### src/logic/arcp_consts.vh
// constants of the remote command parser
// Overview of operation
// - lines are 7-bit ascii ended by line feed
// - no line length limit, only terminator ends
// - remote command enters and holds remote control
// - local command or control key returns local
// - power-on always starts in local control
// - mode change refused while amplifier operates
// - operate and standby commands, state query
// - standby state answers with the standby string
// - control query names local, gpib, lan, ttl
// - fault query gives all-clear or fault name
// - over-temperature reply carries the sensor number
// - identification reply: maker, model, serial
// - reply sent only when loaded and talker-addressed
// - another command line discards the pending reply
// - every reply ends with a line feed
// - fault raises a service request unprompted
// - serial poll answered with fault status byte
// - latched fault cleared only by reset command
// - device clear aborts line, keeps settings
`ifndef ARCP_CONSTS_VH
`define ARCP_CONSTS_VH
`define ARCP_LF 8'h0A
`define ARCP_ZERO 8'h30
`define ARCP_LEN_SAT 4'h9
`define ARCP_FIFO_W 8
`define ARCP_FIFO_D 4
`define ARCP_FIFO_AW 2
// command texts, right aligned, with their lengths
`define ARCP_C_REMOTE 64'h0000_5245_4D4F_5445
`define ARCP_C_LOCAL 64'h0000_004C_4F43_414C
`define ARCP_C_OPER 64'h0000_414D_505F_4F4E
`define ARCP_C_STBY 64'h0041_4D50_5F4F_4646
`define ARCP_C_PWRQ 64'h0000_0000_414D_503F
`define ARCP_C_IDNQ 64'h0000_002A_4944_4E3F
`define ARCP_C_RST 64'h0000_0000_2A52_5354
`define ARCP_C_CTLQ 64'h434F_4E54_524F_4C3F
`define ARCP_C_STSQ 64'h0053_5441_5455_533F
`define ARCP_L4 4'h4
`define ARCP_L5 4'h5
`define ARCP_L6 4'h6
`define ARCP_L7 4'h7
`define ARCP_L8 4'h8
// reply texts
`define ARCP_S_OPER 48'h414D_505F_4F4E
`define ARCP_S_STBY 56'h41_4D50_5F4F_4646
`define ARCP_S_LOCAL 40'h4C_4F43_414C
`define ARCP_S_GPIB 32'h4750_4942
`define ARCP_S_LAN 24'h4C_414E
`define ARCP_S_TTL 24'h54_544C
`define ARCP_S_OK 72'h53_5953_5445_4D5F_4F4B
`define ARCP_S_ILK 144'h496E_7465_726C_6F63_6B20_4578_7465_726E_616C
`define ARCP_S_TEMP 96'h5465_6D70_6572_6174_7572_6520
`define ARCP_S_PSU 96'h506F_7765_7253_7570_706C_7920
`define ARCP_S_CTLF 104'h43_6F6E_7472_6F6C_2046_6175_6C74
`define ARCP_ID_BITS 128
`define ARCP_ID_LEN 5'h10
// reply selectors
`define ARCP_R_NONE 4'h0
`define ARCP_R_ID 4'h1
`define ARCP_R_OPER 4'h2
`define ARCP_R_STBY 4'h3
`define ARCP_R_LOCAL 4'h4
`define ARCP_R_GPIB 4'h5
`define ARCP_R_LAN 4'h6
`define ARCP_R_TTL 4'h7
`define ARCP_R_OK 4'h8
`define ARCP_R_ILK 4'h9
`define ARCP_R_TEMP 4'hA
`define ARCP_R_PSU 4'hB
`define ARCP_R_CTLF 4'hC
// control points
`define ARCP_CP_LOCAL 2'h0
`define ARCP_CP_GPIB 2'h1
`define ARCP_CP_LAN 2'h2
`define ARCP_CP_TTL 2'h3
// latched fault codes
`define ARCP_F_NONE 3'h0
`define ARCP_F_ILK 3'h1
`define ARCP_F_TEMP 3'h2
`define ARCP_F_PSU 3'h3
`define ARCP_F_CTL 3'h4
`define ARCP_STB_RQS 6
`endif

### src/logic/arcp_parser.v
// command fifo and remote command parser of the amplifier
`timescale 1ns/100ps
`default_nettype none
`include "arcp_consts.vh"

module arcp_fifo #(
   parameter W = 8,
   parameter D = 4,
   parameter AW = 2
) (
   input wire mclk,
   input wire srst,
   input wire flush,
   input wire in_valid,
   output wire in_ready,
   input wire [W-1:0] in_data,
   output wire out_valid,
   input wire out_ready,
   output wire [W-1:0] out_data
);
   reg [W-1:0] mem [0:D-1]; // storage words
   reg [AW:0] wp_ff; // write pointer, extra wrap bit
   reg [AW:0] rp_ff; // read pointer, extra wrap bit
   wire full = (wp_ff[AW] != rp_ff[AW]) && (wp_ff[AW-1:0] == rp_ff[AW-1:0]);
   wire empty = (wp_ff == rp_ff);
   wire do_wr = in_valid && !full;
   wire do_rd = out_valid && out_ready;
   assign in_ready = !full;
   assign out_valid = !empty;
   assign out_data = mem[rp_ff[AW-1:0]];

   // storage has no reset, only pointers need one
   always @(posedge mclk)
   begin
      if (do_wr)
         mem[wp_ff[AW-1:0]] <= in_data;
   end

   // pointers; flush drops everything queued
   always @(posedge mclk)
   begin
      if (srst || flush)
      begin
         wp_ff <= {(AW+1){1'b0}};
         rp_ff <= {(AW+1){1'b0}};
      end
      else
      begin
         if (do_wr)
            wp_ff <= wp_ff + 1'b1;
         if (do_rd)
            rp_ff <= rp_ff + 1'b1;
      end
   end
endmodule

module arcp_parser #(
   // identification reply, value arbitrary
   parameter [`ARCP_ID_BITS-1:0] ID_TEXT = 128'h4D46_522C_2041_4D50_3031_2C20_3030_3030
) (
   input wire mclk,
   input wire srst,
   input wire rx_valid,
   output wire rx_ready,
   input wire [7:0] rx_data,
   input wire rx_is_gpib,
   input wire dev_clear,
   input wire talk_en,
   output wire tx_valid,
   input wire tx_ready,
   output wire [7:0] tx_data,
   input wire key_local,
   input wire ttl_req,
   input wire fault_ilk,
   input wire fault_temp,
   input wire [3:0] temp_num,
   input wire fault_psu,
   input wire [3:0] psu_num,
   input wire fault_ctl,
   input wire spoll_req,
   output wire [7:0] stb_data,
   output wire stb_valid,
   output wire srq,
   output wire amp_operate,
   output wire [1:0] ctrl_point,
   output wire fault_active,
   output wire cmd_refused
);
   reg [63:0] sh_ff; // characters of the current line
   reg [3:0] len_ff; // saturating character count
   reg bad_ff; // non 7-bit character seen
   reg [3:0] rsel_ff; // pending reply selector
   reg [3:0] rnum_ff; // digit for numbered replies
   reg [4:0] ridx_ff; // next reply character
   reg [7:0] txd_ff; // outgoing character
   reg txv_ff; // outgoing character valid
   reg [1:0] cp_ff; // control point
   reg op_ff; // operate when set
   reg [2:0] flt_ff; // latched fault
   reg [3:0] fnum_ff; // latched fault number
   reg srq_ff; // service request
   reg [7:0] stb_ff; // serial poll byte
   reg stbv_ff; // serial poll byte valid
   reg ref_ff; // refused pulse
   wire f_valid; // fifo has a character
   wire [7:0] f_data; // fifo head
   wire p_ready; // parser takes a character
   wire take = f_valid && p_ready;
   wire eol = take && (f_data == `ARCP_LF);
   wire [8:0] rchr; // {last, character} of reply
   wire load = (rsel_ff != `ARCP_R_NONE) && talk_en && (!txv_ff || tx_ready);

   // queue stalls the sender while a reply goes out
   arcp_fifo #(
      .W(`ARCP_FIFO_W),
      .D(`ARCP_FIFO_D),
      .AW(`ARCP_FIFO_AW)
   ) u_fifo (
      .mclk(mclk),
      .srst(srst),
      .flush(dev_clear),
      .in_valid(rx_valid),
      .in_ready(rx_ready),
      .in_data(rx_data),
      .out_valid(f_valid),
      .out_ready(p_ready),
      .out_data(f_data)
   );

   // hold input while talking, or the line would discard the reply
   assign p_ready = !(talk_en && (rsel_ff != `ARCP_R_NONE)) && !dev_clear;

   // reply text lookup; index equal to length gives line feed
   function [8:0] arcp_chr;
      input [3:0] sel;
      input [4:0] idx;
      input [3:0] num;
      reg [143:0] s;
      reg [4:0] n;
      reg [7:0] amt;
      reg [143:0] t;
      begin
         s = 144'h0;
         n = 5'h0;
         case (sel)
            `ARCP_R_ID: begin s = {16'h0, ID_TEXT}; n = `ARCP_ID_LEN; end
            `ARCP_R_OPER: begin s = {96'h0, `ARCP_S_OPER}; n = 5'h06; end
            `ARCP_R_STBY: begin s = {88'h0, `ARCP_S_STBY}; n = 5'h07; end
            `ARCP_R_LOCAL: begin s = {104'h0, `ARCP_S_LOCAL}; n = 5'h05; end
            `ARCP_R_GPIB: begin s = {112'h0, `ARCP_S_GPIB}; n = 5'h04; end
            `ARCP_R_LAN: begin s = {120'h0, `ARCP_S_LAN}; n = 5'h03; end
            `ARCP_R_TTL: begin s = {120'h0, `ARCP_S_TTL}; n = 5'h03; end
            `ARCP_R_OK: begin s = {72'h0, `ARCP_S_OK}; n = 5'h09; end
            `ARCP_R_ILK: begin s = `ARCP_S_ILK; n = 5'h12; end
            // numbered faults append one digit
            `ARCP_R_TEMP: begin s = {40'h0, `ARCP_S_TEMP, `ARCP_ZERO + {4'h0, num}}; n = 5'h0D; end
            `ARCP_R_PSU: begin s = {40'h0, `ARCP_S_PSU, `ARCP_ZERO + {4'h0, num}}; n = 5'h0D; end
            `ARCP_R_CTLF: begin s = {40'h0, `ARCP_S_CTLF}; n = 5'h0D; end
            default: begin s = 144'h0; n = 5'h0; end
         endcase
         amt = {n - idx - 5'h1, 3'b000};
         t = s >> amt;
         if (idx >= n)
            arcp_chr = {1'b1, `ARCP_LF};
         else
            arcp_chr = {1'b0, t[7:0]};
      end
   endfunction

   assign rchr = arcp_chr(rsel_ff, ridx_ff, rnum_ff);

   // line assembly; only line feed ends a line
   always @(posedge mclk)
   begin
      if (srst || dev_clear)
      begin
         sh_ff <= 64'h0;
         len_ff <= 4'h0;
         bad_ff <= 1'b0;
      end
      else if (eol)
      begin
         sh_ff <= 64'h0;
         len_ff <= 4'h0;
         bad_ff <= 1'b0;
      end
      else if (take)
      begin
         sh_ff <= {sh_ff[55:0], f_data};
         if (len_ff != `ARCP_LEN_SAT)
            len_ff <= len_ff + 4'h1;
         if (f_data[7])
            bad_ff <= 1'b1;
      end
   end

   // matches, valid only when the line is clean
   wire ok = !bad_ff;
   wire m_rem = ok && len_ff == `ARCP_L6 && sh_ff == `ARCP_C_REMOTE;
   wire m_loc = ok && len_ff == `ARCP_L5 && sh_ff == `ARCP_C_LOCAL;
   wire m_op = ok && len_ff == `ARCP_L6 && sh_ff == `ARCP_C_OPER;
   wire m_sb = ok && len_ff == `ARCP_L7 && sh_ff == `ARCP_C_STBY;
   wire m_pq = ok && len_ff == `ARCP_L4 && sh_ff == `ARCP_C_PWRQ;
   wire m_id = ok && len_ff == `ARCP_L5 && sh_ff == `ARCP_C_IDNQ;
   wire m_rst = ok && len_ff == `ARCP_L4 && sh_ff == `ARCP_C_RST;
   wire m_cq = ok && len_ff == `ARCP_L8 && sh_ff == `ARCP_C_CTLQ;
   wire m_sq = ok && len_ff == `ARCP_L7 && sh_ff == `ARCP_C_STSQ;
   wire mode_req = (eol && (m_rem || m_loc)) || key_local || ttl_req;

   // control point and power state; power-on is local standby
   always @(posedge mclk)
   begin
      if (srst)
      begin
         cp_ff <= `ARCP_CP_LOCAL;
         op_ff <= 1'b0;
         ref_ff <= 1'b0;
      end
      else
      begin
         ref_ff <= mode_req && op_ff;
         if (mode_req && !op_ff)
         begin
            if (eol && m_rem)
               cp_ff <= rx_is_gpib ? `ARCP_CP_GPIB : `ARCP_CP_LAN;
            else if ((eol && m_loc) || key_local)
               cp_ff <= `ARCP_CP_LOCAL;
            else if (ttl_req)
               cp_ff <= (cp_ff == `ARCP_CP_TTL) ? `ARCP_CP_LOCAL : `ARCP_CP_TTL;
         end
         // link commands steer power only under remote control
         if (eol && !key_local && !ttl_req && (cp_ff == `ARCP_CP_GPIB || cp_ff == `ARCP_CP_LAN))
         begin
            if (m_op)
               op_ff <= 1'b1;
            else if (m_sb)
               op_ff <= 1'b0;
         end
      end
   end

   // reply buffer and output character stage
   always @(posedge mclk)
   begin
      if (srst || dev_clear)
      begin
         rsel_ff <= `ARCP_R_NONE;
         rnum_ff <= 4'h0;
         ridx_ff <= 5'h0;
         txd_ff <= 8'h00;
         txv_ff <= 1'b0;
      end
      else
      begin
         if (txv_ff && tx_ready)
            txv_ff <= 1'b0;
         if (eol)
         begin
            // any new line replaces the pending reply
            ridx_ff <= 5'h0;
            rnum_ff <= fnum_ff;
            if (m_id)
               rsel_ff <= `ARCP_R_ID;
            else if (m_pq)
               rsel_ff <= op_ff ? `ARCP_R_OPER : `ARCP_R_STBY;
            else if (m_cq)
               rsel_ff <= {2'b01, cp_ff};
            else if (m_sq)
               rsel_ff <= (flt_ff == `ARCP_F_NONE) ? `ARCP_R_OK : `ARCP_R_OK + {1'b0, flt_ff};
            else
               rsel_ff <= `ARCP_R_NONE;
         end
         else if (load)
         begin
            txd_ff <= rchr[7:0];
            txv_ff <= 1'b1;
            ridx_ff <= ridx_ff + 5'h1;
            if (rchr[8])
               rsel_ff <= `ARCP_R_NONE;
         end
      end
   end

   // fault latch; first fault held until reset command
   wire any_f = fault_ilk || fault_temp || fault_psu || fault_ctl;
   wire [2:0] new_f = fault_ilk ? `ARCP_F_ILK : fault_temp ? `ARCP_F_TEMP :
                      fault_psu ? `ARCP_F_PSU : `ARCP_F_CTL;
   wire [3:0] new_n = fault_temp && !fault_ilk ? temp_num : psu_num;
   wire clr_f = eol && m_rst;
   wire set_f = any_f && (flt_ff == `ARCP_F_NONE || clr_f);

   always @(posedge mclk)
   begin
      if (srst)
      begin
         flt_ff <= `ARCP_F_NONE;
         fnum_ff <= 4'h0;
         srq_ff <= 1'b0;
         stb_ff <= 8'h00;
         stbv_ff <= 1'b0;
      end
      else
      begin
         stbv_ff <= spoll_req;
         // a fault in the clearing cycle stays latched
         if (set_f)
         begin
            flt_ff <= new_f;
            fnum_ff <= new_n;
         end
         else if (clr_f)
         begin
            flt_ff <= `ARCP_F_NONE;
            fnum_ff <= 4'h0;
         end
         // request raised by a new fault, dropped by poll
         if (set_f && new_f != flt_ff)
            srq_ff <= 1'b1;
         else if (spoll_req)
            srq_ff <= 1'b0;
         if (spoll_req)
         begin
            stb_ff <= {5'h0, flt_ff};
            stb_ff[`ARCP_STB_RQS] <= srq_ff;
         end
      end
   end

   assign tx_valid = txv_ff;
   assign tx_data = txd_ff;
   assign stb_data = stb_ff;
   assign stb_valid = stbv_ff;
   assign srq = srq_ff;
   assign amp_operate = op_ff;
   assign ctrl_point = cp_ff;
   assign fault_active = (flt_ff != `ARCP_F_NONE);
   assign cmd_refused = ref_ff;
endmodule
`default_nettype wire

### config.mk
export PLATFORM = sky130hd
export DESIGN_NAME = arcp_parser
export DESIGN_NICKNAME = d
export VERILOG_FILES = /design/src/logic/arcp_parser.v
export VERILOG_INCLUDE_DIRS = /design/src /design/src/logic
export SDC_FILE = /design/constraint.sdc
export NUM_CORES = 1
export LEC_CHECK = 0
export BUFFER_PORTS_ARGS = -buffer_cell sky130_fd_sc_hd__buf_2
export CAP_MARGIN = 20
export CORE_MARGIN = 4
export CORE_UTILIZATION = 55
export CTS_BUF_LIST = sky130_fd_sc_hd__clkbuf_16
export DETAILED_ROUTE_END_ITERATION = 10
export PLACE_DENSITY = 0.86
export SYNTH_ARGS = -nofsm -noshare
export SYNTH_HDL_FRONTEND = slang
export SYNTH_SLANG_ARGS = --single-unit
### constraint.sdc
create_clock -name mclk -period 3.3 [get_ports mclk]
set_input_delay 0.165 -clock mclk [delete_from_list [all_inputs] [get_ports mclk]]
set_output_delay 0.165 -clock mclk [all_outputs]
set_load 0.01 [all_outputs]
---- Word-level counts from Yosys, hierarchy flattened ----
Memory sizes are Yosys's and may differ from the RTL's. A register that Yosys moved wholly into a read port is not among the register bits.
Index checks and enable logic that the tools add are counted.
word-level totals
  memories ................................ 1
  memory bits (writable) .................. 32
  word-level logic and storage cells ...... 174
  bits of input ports ..................... 30
  output and inout port bits .............. 25
  flip-flop bits (word level) ............. 114
memory list
  memory      words  width  rd ports  clocked after memory_dff  write ports  RTL line          RTL
  u_fifo.mem  4      8      1         1                         1            arcp_parser.v:21  reg [W-1:0] mem [0:D-1];
cells by class
  reductions and logical operators ........ 73
  order comparisons ....................... 1
  eq/ne operators ......................... 35
  bitwise operators ....................... 1
  $add $sub $neg .......................... 8
  shifts and indexed selects .............. 1
  mux-type cells .......................... 36
operator list
  kind                                                    count
  one-hot mux 143 bit (12 select lines)                   1
  right shift 144 x 8 -> 8 bit                            1
  equality test 64 x 47 -> 1 bit (second input constant)  2
  equality test 64 x 55 -> 1 bit (second input constant)  2
  equality test 64 x 30 -> 1 bit (second input constant)  1
  equality test 64 x 31 -> 1 bit (second input constant)  1
  equality test 64 x 38 -> 1 bit (second input constant)  1
  equality test 64 x 39 -> 1 bit (second input constant)  1
  equality test 64 x 63 -> 1 bit (second input constant)  1
  one-hot mux 5 bit (9 select lines)                      1
  2-to-1 mux 4 bit                                        11
  logical AND 1 bit                                       34
  equality test 4 x 3 -> 1 bit (second input constant)    8
  equality test 4 bit (second input constant)             6
  2-to-1 mux 3 bit                                        5
  2-to-1 mux 2 bit                                        7
  AND reduction 2 bit                                     6
  logical OR 1 bit                                        11
  logical NOT 1 bit                                       10
  2-to-1 mux 1 bit                                        10
  nonzero test 2 bit                                      5
  2-to-1 mux 9 bit                                        1
  equality test 4 x 2 -> 1 bit (second input constant)    2
  equality test 8 x 4 -> 1 bit (second input constant)    1
  other kinds (22)                                        26

---- Longest topological paths before layout ----
Gate-level depths: netlist of the first run.
  depth after elaboration ................. 11
  depth in mapped cells ................... 17
  mapped depth without buffers ............ 13

---- By module ----
A second synthesis of the first run with hierarchy kept.
second synthesis, totals
  cells, all modules ...................... 1055
  area, all modules ....................... 8538.2 µm²
modules (own cells, without submodules)
  module       instances  sequential area each (µm²)  area each (µm²)  cells each
  arcp_parser  1          2142.1                      6806.5           944
  arcp_fifo    1          1121.1                      1731.7           111

---- Worst setup path before layout of the first run ----
Ideal clock, no wire load.
  path kind ............................... reg2reg
  start ................................... register rsel_ff[3]
  end ..................................... register txd_ff[4] (netlist: tx_data[4])
  stages on the path, launching flop included .. 17
  setup slack ............................. -0.147 ns
  data arrival time ....................... 3.373 ns
  setup time .............................. 0.074 ns
  clock period less this slack ............ 3.447 ns
  path through ............................ dfxtp_1 clkbuf_1 clkbuf_1 clkbuf_1 buf_1 a21oi_1 nor2_1 inv_1 ha_1 a21o_1 a31oi_1 o21ai_0 or2_2 clkbuf_1 nor3_1 o31ai_1 o21ai_0
on the way
  word-level cells in the longest chain between the ends .. 8
RTL lines
  element                                                   RTL line           RTL
  start, declared                                           arcp_parser.v:92   reg [3:0] rsel_ff;
  start signal, assigned                                    arcp_parser.v:247  rsel_ff <= `ARCP_R_NONE;
  start signal, assigned                                    arcp_parser.v:263  rsel_ff <= `ARCP_R_ID;
  start signal, assigned                                    arcp_parser.v:265  rsel_ff <= op_ff ? `ARCP_R_OPER : `ARCP_R_STBY;
  branches (longest 8 deep; another with subtractor 5 bit)  -
  end signal, assigned                                      arcp_parser.v:275  txd_ff <= rchr[7:0];
  end, declared                                             arcp_parser.v:95   reg [7:0] txd_ff;
Several ways; the timed one is not identified.
A chain may end at the register's enable or synchronous reset.

---- Worst setup path after layout of the first run ----
  start ................................... register rsel_ff[1]
  end ..................................... register txd_ff[4] (netlist: tx_data[4])
Same word-level chain as after synthesis.

==> results of run 1 <==
-- final cells by class --
type / instances / share of cell area (%)
tap: 184 / 2.45
multi-input combinational: 760 / 48.2
antenna: 1 / 0.0267
timing repair buffer: 95 / 6.51
inverter: 26 / 1.04
clock inverter: 15 / 2.43
clock buffer: 17 / 4.53
sequential: 147 / 34.8
-- timing repair --
action                                 4_1_cts  5_1_grt
gates resized for setup                      0        5
endpoints found under the hold margin       32        0
hold buffers                                 8        0
setup endpoints to repair                    0        4
setup buffers                                0        0
-- power groups by stage --
stage / logic [mW] / clock network [mW] / registers, mW
after floorplan: 0.129 / 0 / 1.93
after global placement: 0.192 / 0 / 1.94
after detailed placement: 0.198 / 0 / 1.94
after CTS: 0.207 / 2.15 / 1.90
after global routing: 0.227 / 2.24 / 1.90
final: 0.208 / 2.13 / 1.90
-- logic make-up after synthesis --
family	Yosys count	share of synthesized area, %
buffers and inverters	95	4.70
XOR/XNOR	21	2.26
adder cells (fa/ha/maj)	20	3.17
other	1	0.0461
AND/OR/NAND/NOR	437	26.7
flip-flops	147	40.2
AO/OA/AOI/OAI	255	19.0
multiplexers	22	3.94
-- cell usage in the layout, fill, tap and decap left out, types with 6 or more instances in the layout --
| cell type | synthesis | layout |
|---|---|---|
| sky130_fd_sc_hd__nand3_1 | 19 | 19 |
| sky130_fd_sc_hd__dlygate4sd3_1 | 0 | 8 |
| sky130_fd_sc_hd__ha_1 | 19 | 18 |
| sky130_fd_sc_hd__buf_2 | 5 | 49 |
| sky130_fd_sc_hd__and4_1 | 7 | 7 |
| sky130_fd_sc_hd__edfxtp_1 | 32 | 32 |
| sky130_fd_sc_hd__nand2b_1 | 21 | 20 |
| sky130_fd_sc_hd__nor2_1 | 74 | 74 |
| sky130_fd_sc_hd__nor3_1 | 22 | 22 |
| sky130_fd_sc_hd__xnor2_1 | 11 | 11 |
| sky130_fd_sc_hd__xor2_1 | 10 | 10 |
| sky130_fd_sc_hd__a21oi_1 | 117 | 116 |
| sky130_fd_sc_hd__buf_4 | 5 | 38 |
| sky130_fd_sc_hd__dfxtp_1 | 115 | 115 |
| sky130_fd_sc_hd__mux2i_1 | 14 | 14 |
| sky130_fd_sc_hd__a31oi_1 | 13 | 13 |
| sky130_fd_sc_hd__nor2b_1 | 16 | 16 |
| sky130_fd_sc_hd__o22ai_1 | 9 | 9 |
| sky130_fd_sc_hd__nand2_1 | 183 | 182 |
| sky130_fd_sc_hd__or3_1 | 8 | 8 |
| sky130_fd_sc_hd__mux4_2 | 8 | 8 |
| sky130_fd_sc_hd__inv_1 | 24 | 24 |
| sky130_fd_sc_hd__nor4_1 | 12 | 12 |
| sky130_fd_sc_hd__o21ai_0 | 45 | 45 |
| sky130_fd_sc_hd__o211ai_1 | 6 | 6 |
| sky130_fd_sc_hd__clkbuf_16 | 0 | 17 |
| sky130_fd_sc_hd__a211oi_1 | 7 | 7 |
| sky130_fd_sc_hd__nor4bb_1 | 6 | 6 |
| sky130_fd_sc_hd__nor4b_1 | 6 | 6 |
| sky130_fd_sc_hd__nand4_1 | 21 | 21 |
| sky130_fd_sc_hd__and3_1 | 6 | 6 |
-- registers in the layout, summed over array words and instances (netlist names), 4 cells and up, named ones only --
signal and cells:
rnum_ff 4, sh_ff 64, rsel_ff 4, tx_data 7, fnum_ff 4, stb_data 4, ridx_ff 5, len_ff 4
u_fifo.mem 32
-- stage by stage --
stage / area [sq um] / utilization, % / cells
detailed placement: 8630 / 59.6 / 1204
CTS: 9360 / 64.7 / 1244
global placement: 8630 / 59.6 / 1204
global route: 9380 / 64.8 / 1244
finish: 9380 / 64.8 / 1245
floorplan: 8140 / - / 1002
-- worst reg2reg max path: stages, from the launching register on --
cell and delay (ps):
sky130_fd_sc_hd__dfxtp_1 350, sky130_fd_sc_hd__inv_1 180, sky130_fd_sc_hd__o21ai_0 120, sky130_fd_sc_hd__a21oi_1 130, sky130_fd_sc_hd__ha_2 210, sky130_fd_sc_hd__inv_1 60
sky130_fd_sc_hd__fa_2 590, sky130_fd_sc_hd__buf_4 250, sky130_fd_sc_hd__nor2b_1 90, sky130_fd_sc_hd__buf_4 160, sky130_fd_sc_hd__a31oi_1 160, sky130_fd_sc_hd__o22ai_1 90
sky130_fd_sc_hd__nor4_1 290, sky130_fd_sc_hd__nor3_1 90, sky130_fd_sc_hd__o21ai_0 180
-- worst paths after layout --
kind	endpoint	startpoint	depth (start not counted)	slack [ps]
hold / removal	fnum_ff[2]	psu_num[2]	3	10
hold reg to reg	sh_ff[61]	sh_ff[61]	2	460
setup reg to reg	tx_data[4]	rsel_ff[1]	14	290
setup / recovery	tx_data[4]	rsel_ff[1]	14	290
-- metal layers --
metal / GRT usage [%] / up-vias
met2: 45.0 / 415
met3: 5.98 / 76
met5: 0 / -
met1: 35.1 / 3678
met4: 12.3 / 0
li1: - / 3694
==> results.sh, run 1 <==
export IMPL_ys_seq_elements=147
export IMPL_route_layer_met1_wl_microns=9150
export IMPL_endpoint_type_of_the_worst_setup_path="register"
export IMPL_fp_dieArea_sq_um=16800
export IMPL_rsz_0062_raised_after_global_routing="no"
export IMPL_whs_ps=10.7
export IMPL_drt_initial_drc_count=957
export IMPL_area_sequential_sq_um=3260
export IMPL_syn_mean_instance_area_sq_um=8.14
export IMPL_finalWeightedCongestion=1.07
export IMPL_power_frac_comb_pct=4.9
export IMPL_num_io_pins=55
export IMPL_clock_latency_ps=430
export IMPL_max_slew_margin_pct=50.4
export IMPL_cp_top_family="adder cells"
export IMPL_yosys_cell_count_top_type="sky130_fd_sc_hd__nand2_1"
export IMPL_cts_htree_levels=4
export IMPL_synth_seq_area_share_pct=40.2
export IMPL_synth_flop_cell="sky130_fd_sc_hd__dfxtp_1"
export IMPL_seq_power_share_pct=44.8
export IMPL_biggest_fanout_along_the_worst_timing_path=18
export IMPL_detailedPlace_worstSlack_ps=240
export IMPL_dp_hpwl_microns=15800
export IMPL_classification_of_the_worst_setup_path="reg2reg"
export IMPL_fin_worst_skew_ps=7.93
export IMPL_grt_first_pass_wirelength_microns=36900
export IMPL_filler_cell_count=1176
export IMPL_cpMaxStageDelayCell="sky130_fd_sc_hd__fa_2"
export IMPL_tns_ps=0
export IMPL_root_buffer="sky130_fd_sc_hd__clkbuf_16"
export IMPL_postSynthCellCount=998
export IMPL_synth_async_sr_flop_share_pct=0
export IMPL_yosysTopAreaCellShare_pct=28.3
export IMPL_clock_tree_from_tritoncts="done"
export IMPL_design_final_nets=1097
export IMPL_drt_pass1_iterations=7
export IMPL_synth_top_cells_by_area="sky130_fd_sc_hd__dfxtp_1 28%, sky130_fd_sc_hd__edfxtp_1 12%, sky130_fd_sc_hd__nand2_1 8.5%"
export IMPL_slowest_delay_ps=590
export IMPL_count_of_buffering_cells_on_the_critical_path_with_inverters_included=4
export IMPL_fp_dieH_microns=130
export IMPL_grt_start_max_net_pins=66
export IMPL_die_w_microns=130
export IMPL_area_grow_syn2layout_pct=15.4
export IMPL_drc=0
export IMPL_layout_min_cycle_time_ps=3010
export IMPL_multi_input_comb_area_sq_um=4520
export IMPL_p_sw_share_pct=22.3
export IMPL_critical_path_cell_chain="inv_1 > o21ai_0 > a21oi_1 > ha_2 > inv_1 > fa_2 > buf_4 > nor2b_1 > buf_4 > a31oi_1 > o22ai_1 > nor4_1 > nor3_1 > o21ai_0"
export IMPL_clock_pin_slew_on_the_worst_setup_and_hold_paths_ps=60
export IMPL_post_drt_via_cell_ratio=6.32
export IMPL_route_vias_total=7863
export IMPL_ctsLongestPathBuffers=2
export IMPL_pwr_share_clk_pct=50.3
export IMPL_antenna_left=0
export IMPL_totalPowerFinal_mw=4.24
export IMPL_first_global_vias=7480
export IMPL_fin_ws_ps=288
export IMPL_setup_violations=0
export IMPL_yosysUniqueCellTypes=72
export IMPL_maxClockFrequency_mhz=332
export IMPL_wirelength_microns=22600
export IMPL_overflow=0
export IMPL_synth_area_leader_cell="sky130_fd_sc_hd__dfxtp_1"
export IMPL_wl_per_cell_microns=18.1
export IMPL_met3_wirelength_microns=1970
export IMPL_synth_cells_most_frequent="183 x sky130_fd_sc_hd__nand2_1, 117 x sky130_fd_sc_hd__a21oi_1, 115 x sky130_fd_sc_hd__dfxtp_1"
export IMPL_timing_max_cap_violations=0
export IMPL_holdCritPathClass="in2reg"
export IMPL_timing_final_hold_violations=0
export IMPL_min_period_over_period_pct=91.3
export IMPL_start_kind="register"
export IMPL_syn_area_sq_um=8130
export IMPL_synthesis_yosys_warnings=0
export IMPL_cp_required_ps=3640
export IMPL_run_status="complete, no violations"
export IMPL_drive_above_1_share_pct=14.2
export IMPL_worst_endpoint_arrival_ps=3360
export IMPL_power_switching_mw=0.944
export IMPL_synth_edf_count=32
export IMPL_cts_made_buffers=17
export IMPL_peak_ir_drop_on_the_vdd_network_mv=0.395
export IMPL_numClockSinks=147
export IMPL_placement_io_buffers=49
export IMPL_core_area_sq_um=14500
export IMPL_cellInternalPower_mw=3.30
export IMPL_slew_viol_final=0
export IMPL_met2WireLength_microns=10700
export IMPL_initial_antenna_violation_count=0
export IMPL_maxUsedRoutingLayer="met4"
export IMPL_power_per_cell_area_nw_per_um2=452
export IMPL_grtUsageTotal_pct=27.5
export IMPL_total_leakage_power_nw=3.30
export IMPL_row_count=44
export IMPL_start_util_pct=56.1
export IMPL_worst_slew_pin_transition_ps=741
No activity file was read; power rests on OpenSTA's default activity.
==> inputs of run 2 (changes only) <==
--- a/config.mk
+++ b/config.mk
@@ -6,13 +6,14 @@
 export SDC_FILE = /design/constraint.sdc
 export NUM_CORES = 1
 export LEC_CHECK = 0
+export ABC_AREA = 1
 export BUFFER_PORTS_ARGS = -buffer_cell sky130_fd_sc_hd__buf_2
 export CAP_MARGIN = 20
 export CORE_MARGIN = 4
-export CORE_UTILIZATION = 55
+export CORE_UTILIZATION = 56
 export CTS_BUF_LIST = sky130_fd_sc_hd__clkbuf_16
 export DETAILED_ROUTE_END_ITERATION = 10
-export PLACE_DENSITY = 0.86
+export PLACE_DENSITY = 0.87
 export SYNTH_ARGS = -nofsm -noshare
 export SYNTH_HDL_FRONTEND = slang
 export SYNTH_SLANG_ARGS = --single-unit
==> run 2 against run 1 <==
Critical path depth grew 5; clock-buffer cell count is the same; global-route usage is essentially flat; cell count grew 24%; sequential cell count is the same; synthesized cell count grew 30%; first-iteration DRC count shrank 0.10%; utilization shrank 0.71 points; die area grew 4.7%; combinational power grew 25%; via count grew 14%; power shrank 4.9%; critical endpoint is now tx_data[2]; largest cell class unchanged.
==> results.sh, run 2 <==
export IMPL_p_sw_share_pct=25.3
export IMPL_run_status="complete, no violations"
export IMPL_start_util_pct=57.1
export IMPL_largest_register="sh_ff"
export IMPL_num_io_pins=55
export IMPL_grt_first_pass_wirelength_microns=40300
export IMPL_slew_viol_final=0
export IMPL_holdCritPathClass="in2reg"
export IMPL_classification_of_the_worst_setup_path="reg2reg"
export IMPL_power_per_cell_area_nw_per_um2=414
export IMPL_fp_dieH_microns=133
export IMPL_filler_cell_count=1323
export IMPL_synth_area_leader_cell="sky130_fd_sc_hd__dfxtp_1"
export IMPL_clock_latency_ps=430
export IMPL_cp_top_family="simple AND/OR/NAND/NOR gates"
export IMPL_synthesis_yosys_warnings=0
export IMPL_placement_io_buffers=49
export IMPL_core_area_sq_um=15200
export IMPL_drt_pass1_iterations=8
export IMPL_met1_track_demand_over_resource_in_global_routing_pct=33.7
export IMPL_postSynthCellCount=1293
export IMPL_setup_violations=0
export IMPL_synth_async_sr_flop_share_pct=0
export IMPL_power_switching_mw=1.02
export IMPL_route_vias_total=8940
export IMPL_synth_top_cells_by_area="sky130_fd_sc_hd__dfxtp_1 27%, sky130_fd_sc_hd__nand2_1 15%, sky130_fd_sc_hd__edfxtp_1 11%"
export IMPL_wl_per_cell_microns=15.7
export IMPL_grt_start_max_net_pins=65
export IMPL_critical_path_top_cell_by_count="sky130_fd_sc_hd__nand2_1"
export IMPL_commonest_non_fill_non_tap_cell_in_the_layout="sky130_fd_sc_hd__nand2_1"
export IMPL_timing_final_hold_violations=0
export IMPL_overflow=0
export IMPL_total_leakage_power_nw=3.92
export IMPL_dp_hpwl_microns=17400
export IMPL_fin_worst_skew_ps=10.6
export IMPL_whs_ps=11.6
export IMPL_regToRegSetupSlack_ps=190
export IMPL_drt_initial_drc_count=956
export IMPL_biggest_fanout_along_the_worst_timing_path=13
export IMPL_drive_above_1_share_pct=10.7
export IMPL_synth_cells_most_frequent="355 x sky130_fd_sc_hd__nand2_1, 167 x sky130_fd_sc_hd__nor2_1, 127 x sky130_fd_sc_hd__inv_1"
export IMPL_syn_area_sq_um=8690
export IMPL_max_slew_margin_pct=40.1
export IMPL_fp_dieArea_sq_um=17600
export IMPL_area_grow_syn2layout_pct=12.2
export IMPL_syn_mean_instance_area_sq_um=6.72
export IMPL_post_drt_via_cell_ratio=5.78
export IMPL_min_period_over_period_pct=94.3
export IMPL_first_global_vias=8370
export IMPL_wirelength_microns=24300
export IMPL_synth_seq_area_share_pct=37.6
export IMPL_drc=0
export IMPL_row_count=45
export IMPL_count_of_buffering_cells_on_the_critical_path_with_inverters_included=5
export IMPL_clock_tree_from_tritoncts="done"
export IMPL_timing_max_cap_violations=0
export IMPL_initial_antenna_violation_count=1
export IMPL_cpMaxStageDelayCell="sky130_fd_sc_hd__fa_1"
export IMPL_slowest_delay_ps=550
export IMPL_cellInternalPower_mw=3.01
export IMPL_yosysUniqueCellTypes=45
export IMPL_largest_register_ffs=64
export IMPL_die_w_microns=133
export IMPL_detailedPlace_worstSlack_ps=136
export IMPL_endpoint_type_of_the_worst_setup_path="register"
export IMPL_synth_edf_count=32
export IMPL_final_cell_mix="354 x sky130_fd_sc_hd__nand2_1, 166 x sky130_fd_sc_hd__nor2_1, 127 x sky130_fd_sc_hd__inv_1, 115 x sky130_fd_sc_hd__nand3_1, 114 x sky130_fd_sc_hd__a21oi_1"
export IMPL_root_buffer="sky130_fd_sc_hd__clkbuf_16"
export IMPL_fin_ws_ps=190
export IMPL_antenna_left=0
export IMPL_finalWeightedCongestion=0.969
export IMPL_pwr_share_clk_pct=46.5
export IMPL_synth_flop_cell="sky130_fd_sc_hd__dfxtp_1"
export IMPL_cts_made_buffers=17
export IMPL_ys_seq_elements=147
export IMPL_numClockSinks=147
export IMPL_ctsLongestPathBuffers=2
export IMPL_clock_pin_slew_on_the_worst_setup_and_hold_paths_ps=70
export IMPL_yosysTopAreaCellShare_pct=26.5
export IMPL_global_route_usage_met2_pct=47.2
export IMPL_power_frac_comb_pct=6.5
export IMPL_peak_ir_drop_on_the_vdd_network_mv=0.475
export IMPL_placed_area_sq_um=9020
export IMPL_dp_cells=1503
export IMPL_start_kind="register"
export IMPL_seq_power_share_pct=47.0
export IMPL_gr_layer_usage_met3_pct=5.51
export IMPL_critical_path_cell_chain="inv_1 > nor2_2 > nand2_1 > nand2_1 > inv_1 > nand3_1 > ha_1 > inv_1 > fa_1 > buf_4 > nand2_1 > inv_1 > nand2_1 > nand3_1 > o21ai_0 > nand2_1 > nand3_1 > nand2_1 > a21oi_1"
export IMPL_layout_min_cycle_time_ps=3110
export IMPL_cts_htree_levels=4
export IMPL_worst_slew_pin_transition_ps=895
export IMPL_grtUsageTotal_pct=27.5
export IMPL_worst_endpoint_arrival_ps=3420
export IMPL_design_final_nets=1396
export IMPL_grt_busiest_layer="met2"
export IMPL_yosys_cell_count_top_type="sky130_fd_sc_hd__nand2_1"
export IMPL_maxClockFrequency_mhz=321
export IMPL_cp_required_ps=3610
export IMPL_stdcell_area_sq_um=9740
export IMPL_final_cells=1548
run 2: cell types whose count changed in the layout (fill, tap and decap cells not counted), sizes merged, moves of 11 or more:
cell and change:
nor2 +101, nand3 +99, inv +113, mux2i -14, nand4 +18, nand2 +179
nor2b -16, buf -13, a31oi -11, nand2b -21
run 2: layer usage:
layer,routed length (microns),share of wire (%)
met5,0,0
met4,897,3.7
met3,1670,6.9
met2,11900,49
met1,9850,41
run 2: what timing repair did:
item / 4_1_cts / 5_1_grt
gates resized for setup: 0 / 8
hold buffers: 9 / 0
hold endpoints to repair: 34 / 0
setup buffers: 0 / 3
setup endpoints to repair: 0 / 7
run 2: cell families (layout without fill, tap and decap cells):
logic type,count (synthesis),after routing,share of synthesized area (%)
AOI/OAI and AO/OA,188,188,11.6
xor gates and xnor gates,11,11,1.11
adders and majority gates,20,20,2.97
buffers and inverters,188,250,9.77
DFF,147,147,37.6
muxes,4,4,0.519
other,1,6,0.0432
and+or+nand+nor,734,734,36.5
run 2: power groups by stage:
stage                     combinational (mW)  clock, mW  sequential [mW]
after CTS                              0.258       1.89             1.90
after global routing                   0.290       1.97             1.90
final                                  0.261       1.88             1.90
after global placement                 0.242          0             1.94
after floorplan                        0.184          0             1.93
after detailed placement               0.247          0             1.94
run 2: worst paths after layout:
path                    from         end  depth (start not counted)
hold reg to reg   tx_data[4]  tx_data[4]                          2
hold / removal     fault_ctl   flt_ff[2]                          3
setup / recovery  rsel_ff[3]  tx_data[2]                         19
setup reg to reg  rsel_ff[3]  tx_data[2]                         19
run 2: final cells by class:
class                   count  area (sq um)  area share [%]
inverters                 135           509            5.23
multi-input cells         962          4600            47.2
repair buffers             83           548            5.63
well taps                 188           235            2.41
clock inverters            15           150            1.54
clock buffers              17           425            4.37
diodes                      1          2.50          0.0257
flip-flops and latches    147          3270            33.6
run 2: worst reg2reg max path: cells and delay by family, from the launching register on:
family | cells | cell delay [ps]
AO/OA/AOI/OAI | 2 | 190
adder cells (fa/ha/maj) | 2 | 720
buffers and inverters | 5 | 600
flip-flops | 1 | 390
AND/OR/NAND/NOR | 10 | 1100
run 2: per-stage QoR:
stage	total power, mW	TNS [ps]	utilization [%]
after detailed placement	2.18	0	59.4
final	4.03	0	64.1
after floorplan	2.11	0	-
after global placement	2.18	0	59.4
after global routing	4.16	-88.0	64.1
after CTS	4.04	0	63.7
==> inputs of run 3 (changes only) <==
--- a/config.mk
+++ b/config.mk
@@ -10,10 +10,12 @@
 export BUFFER_PORTS_ARGS = -buffer_cell sky130_fd_sc_hd__buf_2
 export CAP_MARGIN = 20
 export CORE_MARGIN = 4
-export CORE_UTILIZATION = 56
+export CORE_UTILIZATION = 25
 export CTS_BUF_LIST = sky130_fd_sc_hd__clkbuf_16
 export DETAILED_ROUTE_END_ITERATION = 10
-export PLACE_DENSITY = 0.87
+export GPL_ROUTABILITY_DRIVEN = 0
+export HOLD_SLACK_MARGIN = 0.03
+export PLACE_DENSITY = 0.51
 export SYNTH_ARGS = -nofsm -noshare
 export SYNTH_HDL_FRONTEND = slang
 export SYNTH_SLANG_ARGS = --single-unit
==> run 3 against run 2 <==
Combinational power barely moved; critical path depth grew 1; clock-buffer cell count increased by 1; cell area grew 3.5%; register-to-register slack gained 100 ps; via count fell by 4.4%; power up 1.2%; utilization shrank 34 points; largest cell class unchanged.
==> results.sh, run 3 (synthesis results as in run 2) <==
export IMPL_route_vias_total=8551
export IMPL_start_util_pct=25.6
export IMPL_seq_power_share_pct=46.4
export IMPL_fin_worst_skew_ps=11.9
export IMPL_fin_ws_ps=289
export IMPL_power_switching_mw=1.03
export IMPL_dp_cells=1763
export IMPL_clock_latency_ps=430
export IMPL_area_sequential_sq_um=3270
export IMPL_fp_dieArea_sq_um=37800
export IMPL_grtUsageTotal_pct=13.4
export IMPL_cellInternalPower_mw=3.05
export IMPL_design_final_nets=1397
export IMPL_rsz_0062_raised_after_global_routing="no"
export IMPL_detailedPlace_worstSlack_ps=103
export IMPL_timing_max_cap_violations=0
export IMPL_regToRegSetupSlack_ps=290
export IMPL_stdcell_area_sq_um=10100
export IMPL_clock_tree_from_tritoncts="done"
export IMPL_filler_cell_count=3762
export IMPL_worst_slew_pin_transition_ps=862
export IMPL_core_area_sq_um=33900
export IMPL_num_io_pins=55
export IMPL_row_count=67
export IMPL_timing_final_hold_violations=0
export IMPL_p_sw_share_pct=25.3
export IMPL_cp_required_ps=3650
export IMPL_post_drt_via_cell_ratio=4.73
export IMPL_grt_first_pass_wirelength_microns=42500
export IMPL_slowest_delay_ps=470
export IMPL_dp_hpwl_microns=19200
export IMPL_total_leakage_power_nw=3.94
export IMPL_drt_pass1_iterations=8
export IMPL_power_per_cell_area_nw_per_um2=405
export IMPL_final_cells=1808
export IMPL_multi_input_comb_area_sq_um=4600
export IMPL_final_cell_mix="354 x sky130_fd_sc_hd__nand2_1, 166 x sky130_fd_sc_hd__nor2_1, 129 x sky130_fd_sc_hd__inv_1, 115 x sky130_fd_sc_hd__nand3_1, 114 x sky130_fd_sc_hd__a21oi_1"
export IMPL_first_global_vias=8165
export IMPL_antenna_left=0
export IMPL_numClockSinks=147
export IMPL_clock_pin_slew_on_the_worst_setup_and_hold_paths_ps=70
export IMPL_initial_antenna_violation_count=1
export IMPL_critical_path_top_cell_by_count="sky130_fd_sc_hd__nand2_1"
export IMPL_min_period_over_period_pct=91.2
export IMPL_root_buffer="sky130_fd_sc_hd__clkbuf_16"
export IMPL_totalPowerFinal_mw=4.08
export IMPL_whs_ps=82.5
export IMPL_cpMaxStageDelayCell="sky130_fd_sc_hd__dfxtp_2"
export IMPL_tns_ps=0
export IMPL_cts_made_buffers=17
export IMPL_overflow=0
export IMPL_largest_register="sh_ff"
export IMPL_placement_io_buffers=49
export IMPL_grt_start_max_net_pins=75
export IMPL_commonest_non_fill_non_tap_cell_in_the_layout="sky130_fd_sc_hd__nand2_1"
export IMPL_wirelength_microns=25700
export IMPL_placed_area_sq_um=9360
export IMPL_ctsLongestPathBuffers=2
export IMPL_max_slew_margin_pct=42.3
export IMPL_worst_endpoint_arrival_ps=3360
export IMPL_drive_above_1_share_pct=10.4
export IMPL_postLayoutCoreUtil_pct=29.8
export IMPL_maxClockFrequency_mhz=332
export IMPL_peak_ir_drop_on_the_vdd_network_mv=0.326
export IMPL_power_frac_comb_pct=6.4
export IMPL_biggest_fanout_along_the_worst_timing_path=11
export IMPL_holdCritPathClass="in2reg"
export IMPL_die_w_microns=194
export IMPL_classification_of_the_worst_setup_path="reg2reg"
export IMPL_start_kind="register"
export IMPL_antennaDiodeCount=0
export IMPL_drt_initial_drc_count=760
export IMPL_largest_register_ffs=64
export IMPL_critical_path_cell_chain="nor2_4 > nand2_1 > nand2_1 > nor2_1 > nand2_1 > ha_1 > nand2_1 > inv_1 > nand2_1 > nand3_1 > nand2_1 > nand2_1 > nand2_1 > nor2_1 > nand2_1 > nand2_1 > nand2_1 > nand2_1 > nand2_1 > a21oi_1"
export IMPL_run_status="complete, no violations"
export IMPL_wl_per_cell_microns=14.2
export IMPL_pwr_share_clk_pct=47.2
export IMPL_cts_htree_levels=4
export IMPL_area_grow_syn2layout_pct=16.0
export IMPL_layout_min_cycle_time_ps=3010
export IMPL_slew_viol_final=0
export IMPL_setup_violations=0
export IMPL_drc=0
export IMPL_endpoint_type_of_the_worst_setup_path="register"
export IMPL_fp_dieH_microns=194
run 3: layer usage:
metal / part of all wire (%) / vias up / global-route usage [%]
met5: 0 / - / 0
met4: 1.9 / 0 / 3.75
met3: 5.5 / 44 / 3.00
met2: 46 / 252 / 21.9
met1: 47 / 3916 / 18.0
li1: - / 4339 / -
run 3: final cells by class:
class,count,share of cell area [%]
clock buffer,18,4.47
clock inverter,14,1.27
inverter,135,5.05
multi-input combinational,962,45.6
sequential,147,32.4
tap,448,5.56
timing repair buffer,84,5.56
run 3: path summary, 6_finish.rpt:
check / cells past startpoint / endpoint / start
max reg2reg: 20 / tx_data[1] / rsel_ff[1]
max: 20 / tx_data[1] / rsel_ff[1]
min reg2reg: 2 / tx_data[5] / tx_data[5]
min: 2 / stb_valid / srst
run 3: power by group through the flow:
stage	logic [mW]	clock network, mW	registers (mW)
global route	0.298	2.05	1.90
floorplan	0.184	0	1.93
finish	0.263	1.93	1.89
detailed placement	0.258	0	1.94
CTS	0.269	1.97	1.90
global placement	0.256	0	1.94
run 3: repair_timing:
action                     CTS  global route
setup endpoints to repair    0             7
setup buffers                0             2
resized for setup            0             7
hold buffers                11             0
hold endpoints to repair    36             0
run 3: worst max-delay path: cells and delay by family (launching register included):
family / cells / cell delay, ps
adder cells (fa/ha/maj): 1 / 400
flip-flops: 1 / 470
buffers and inverters: 1 / 90
AO/OA/AOI/OAI: 1 / 110
AND/OR/NAND/NOR: 17 / 1870
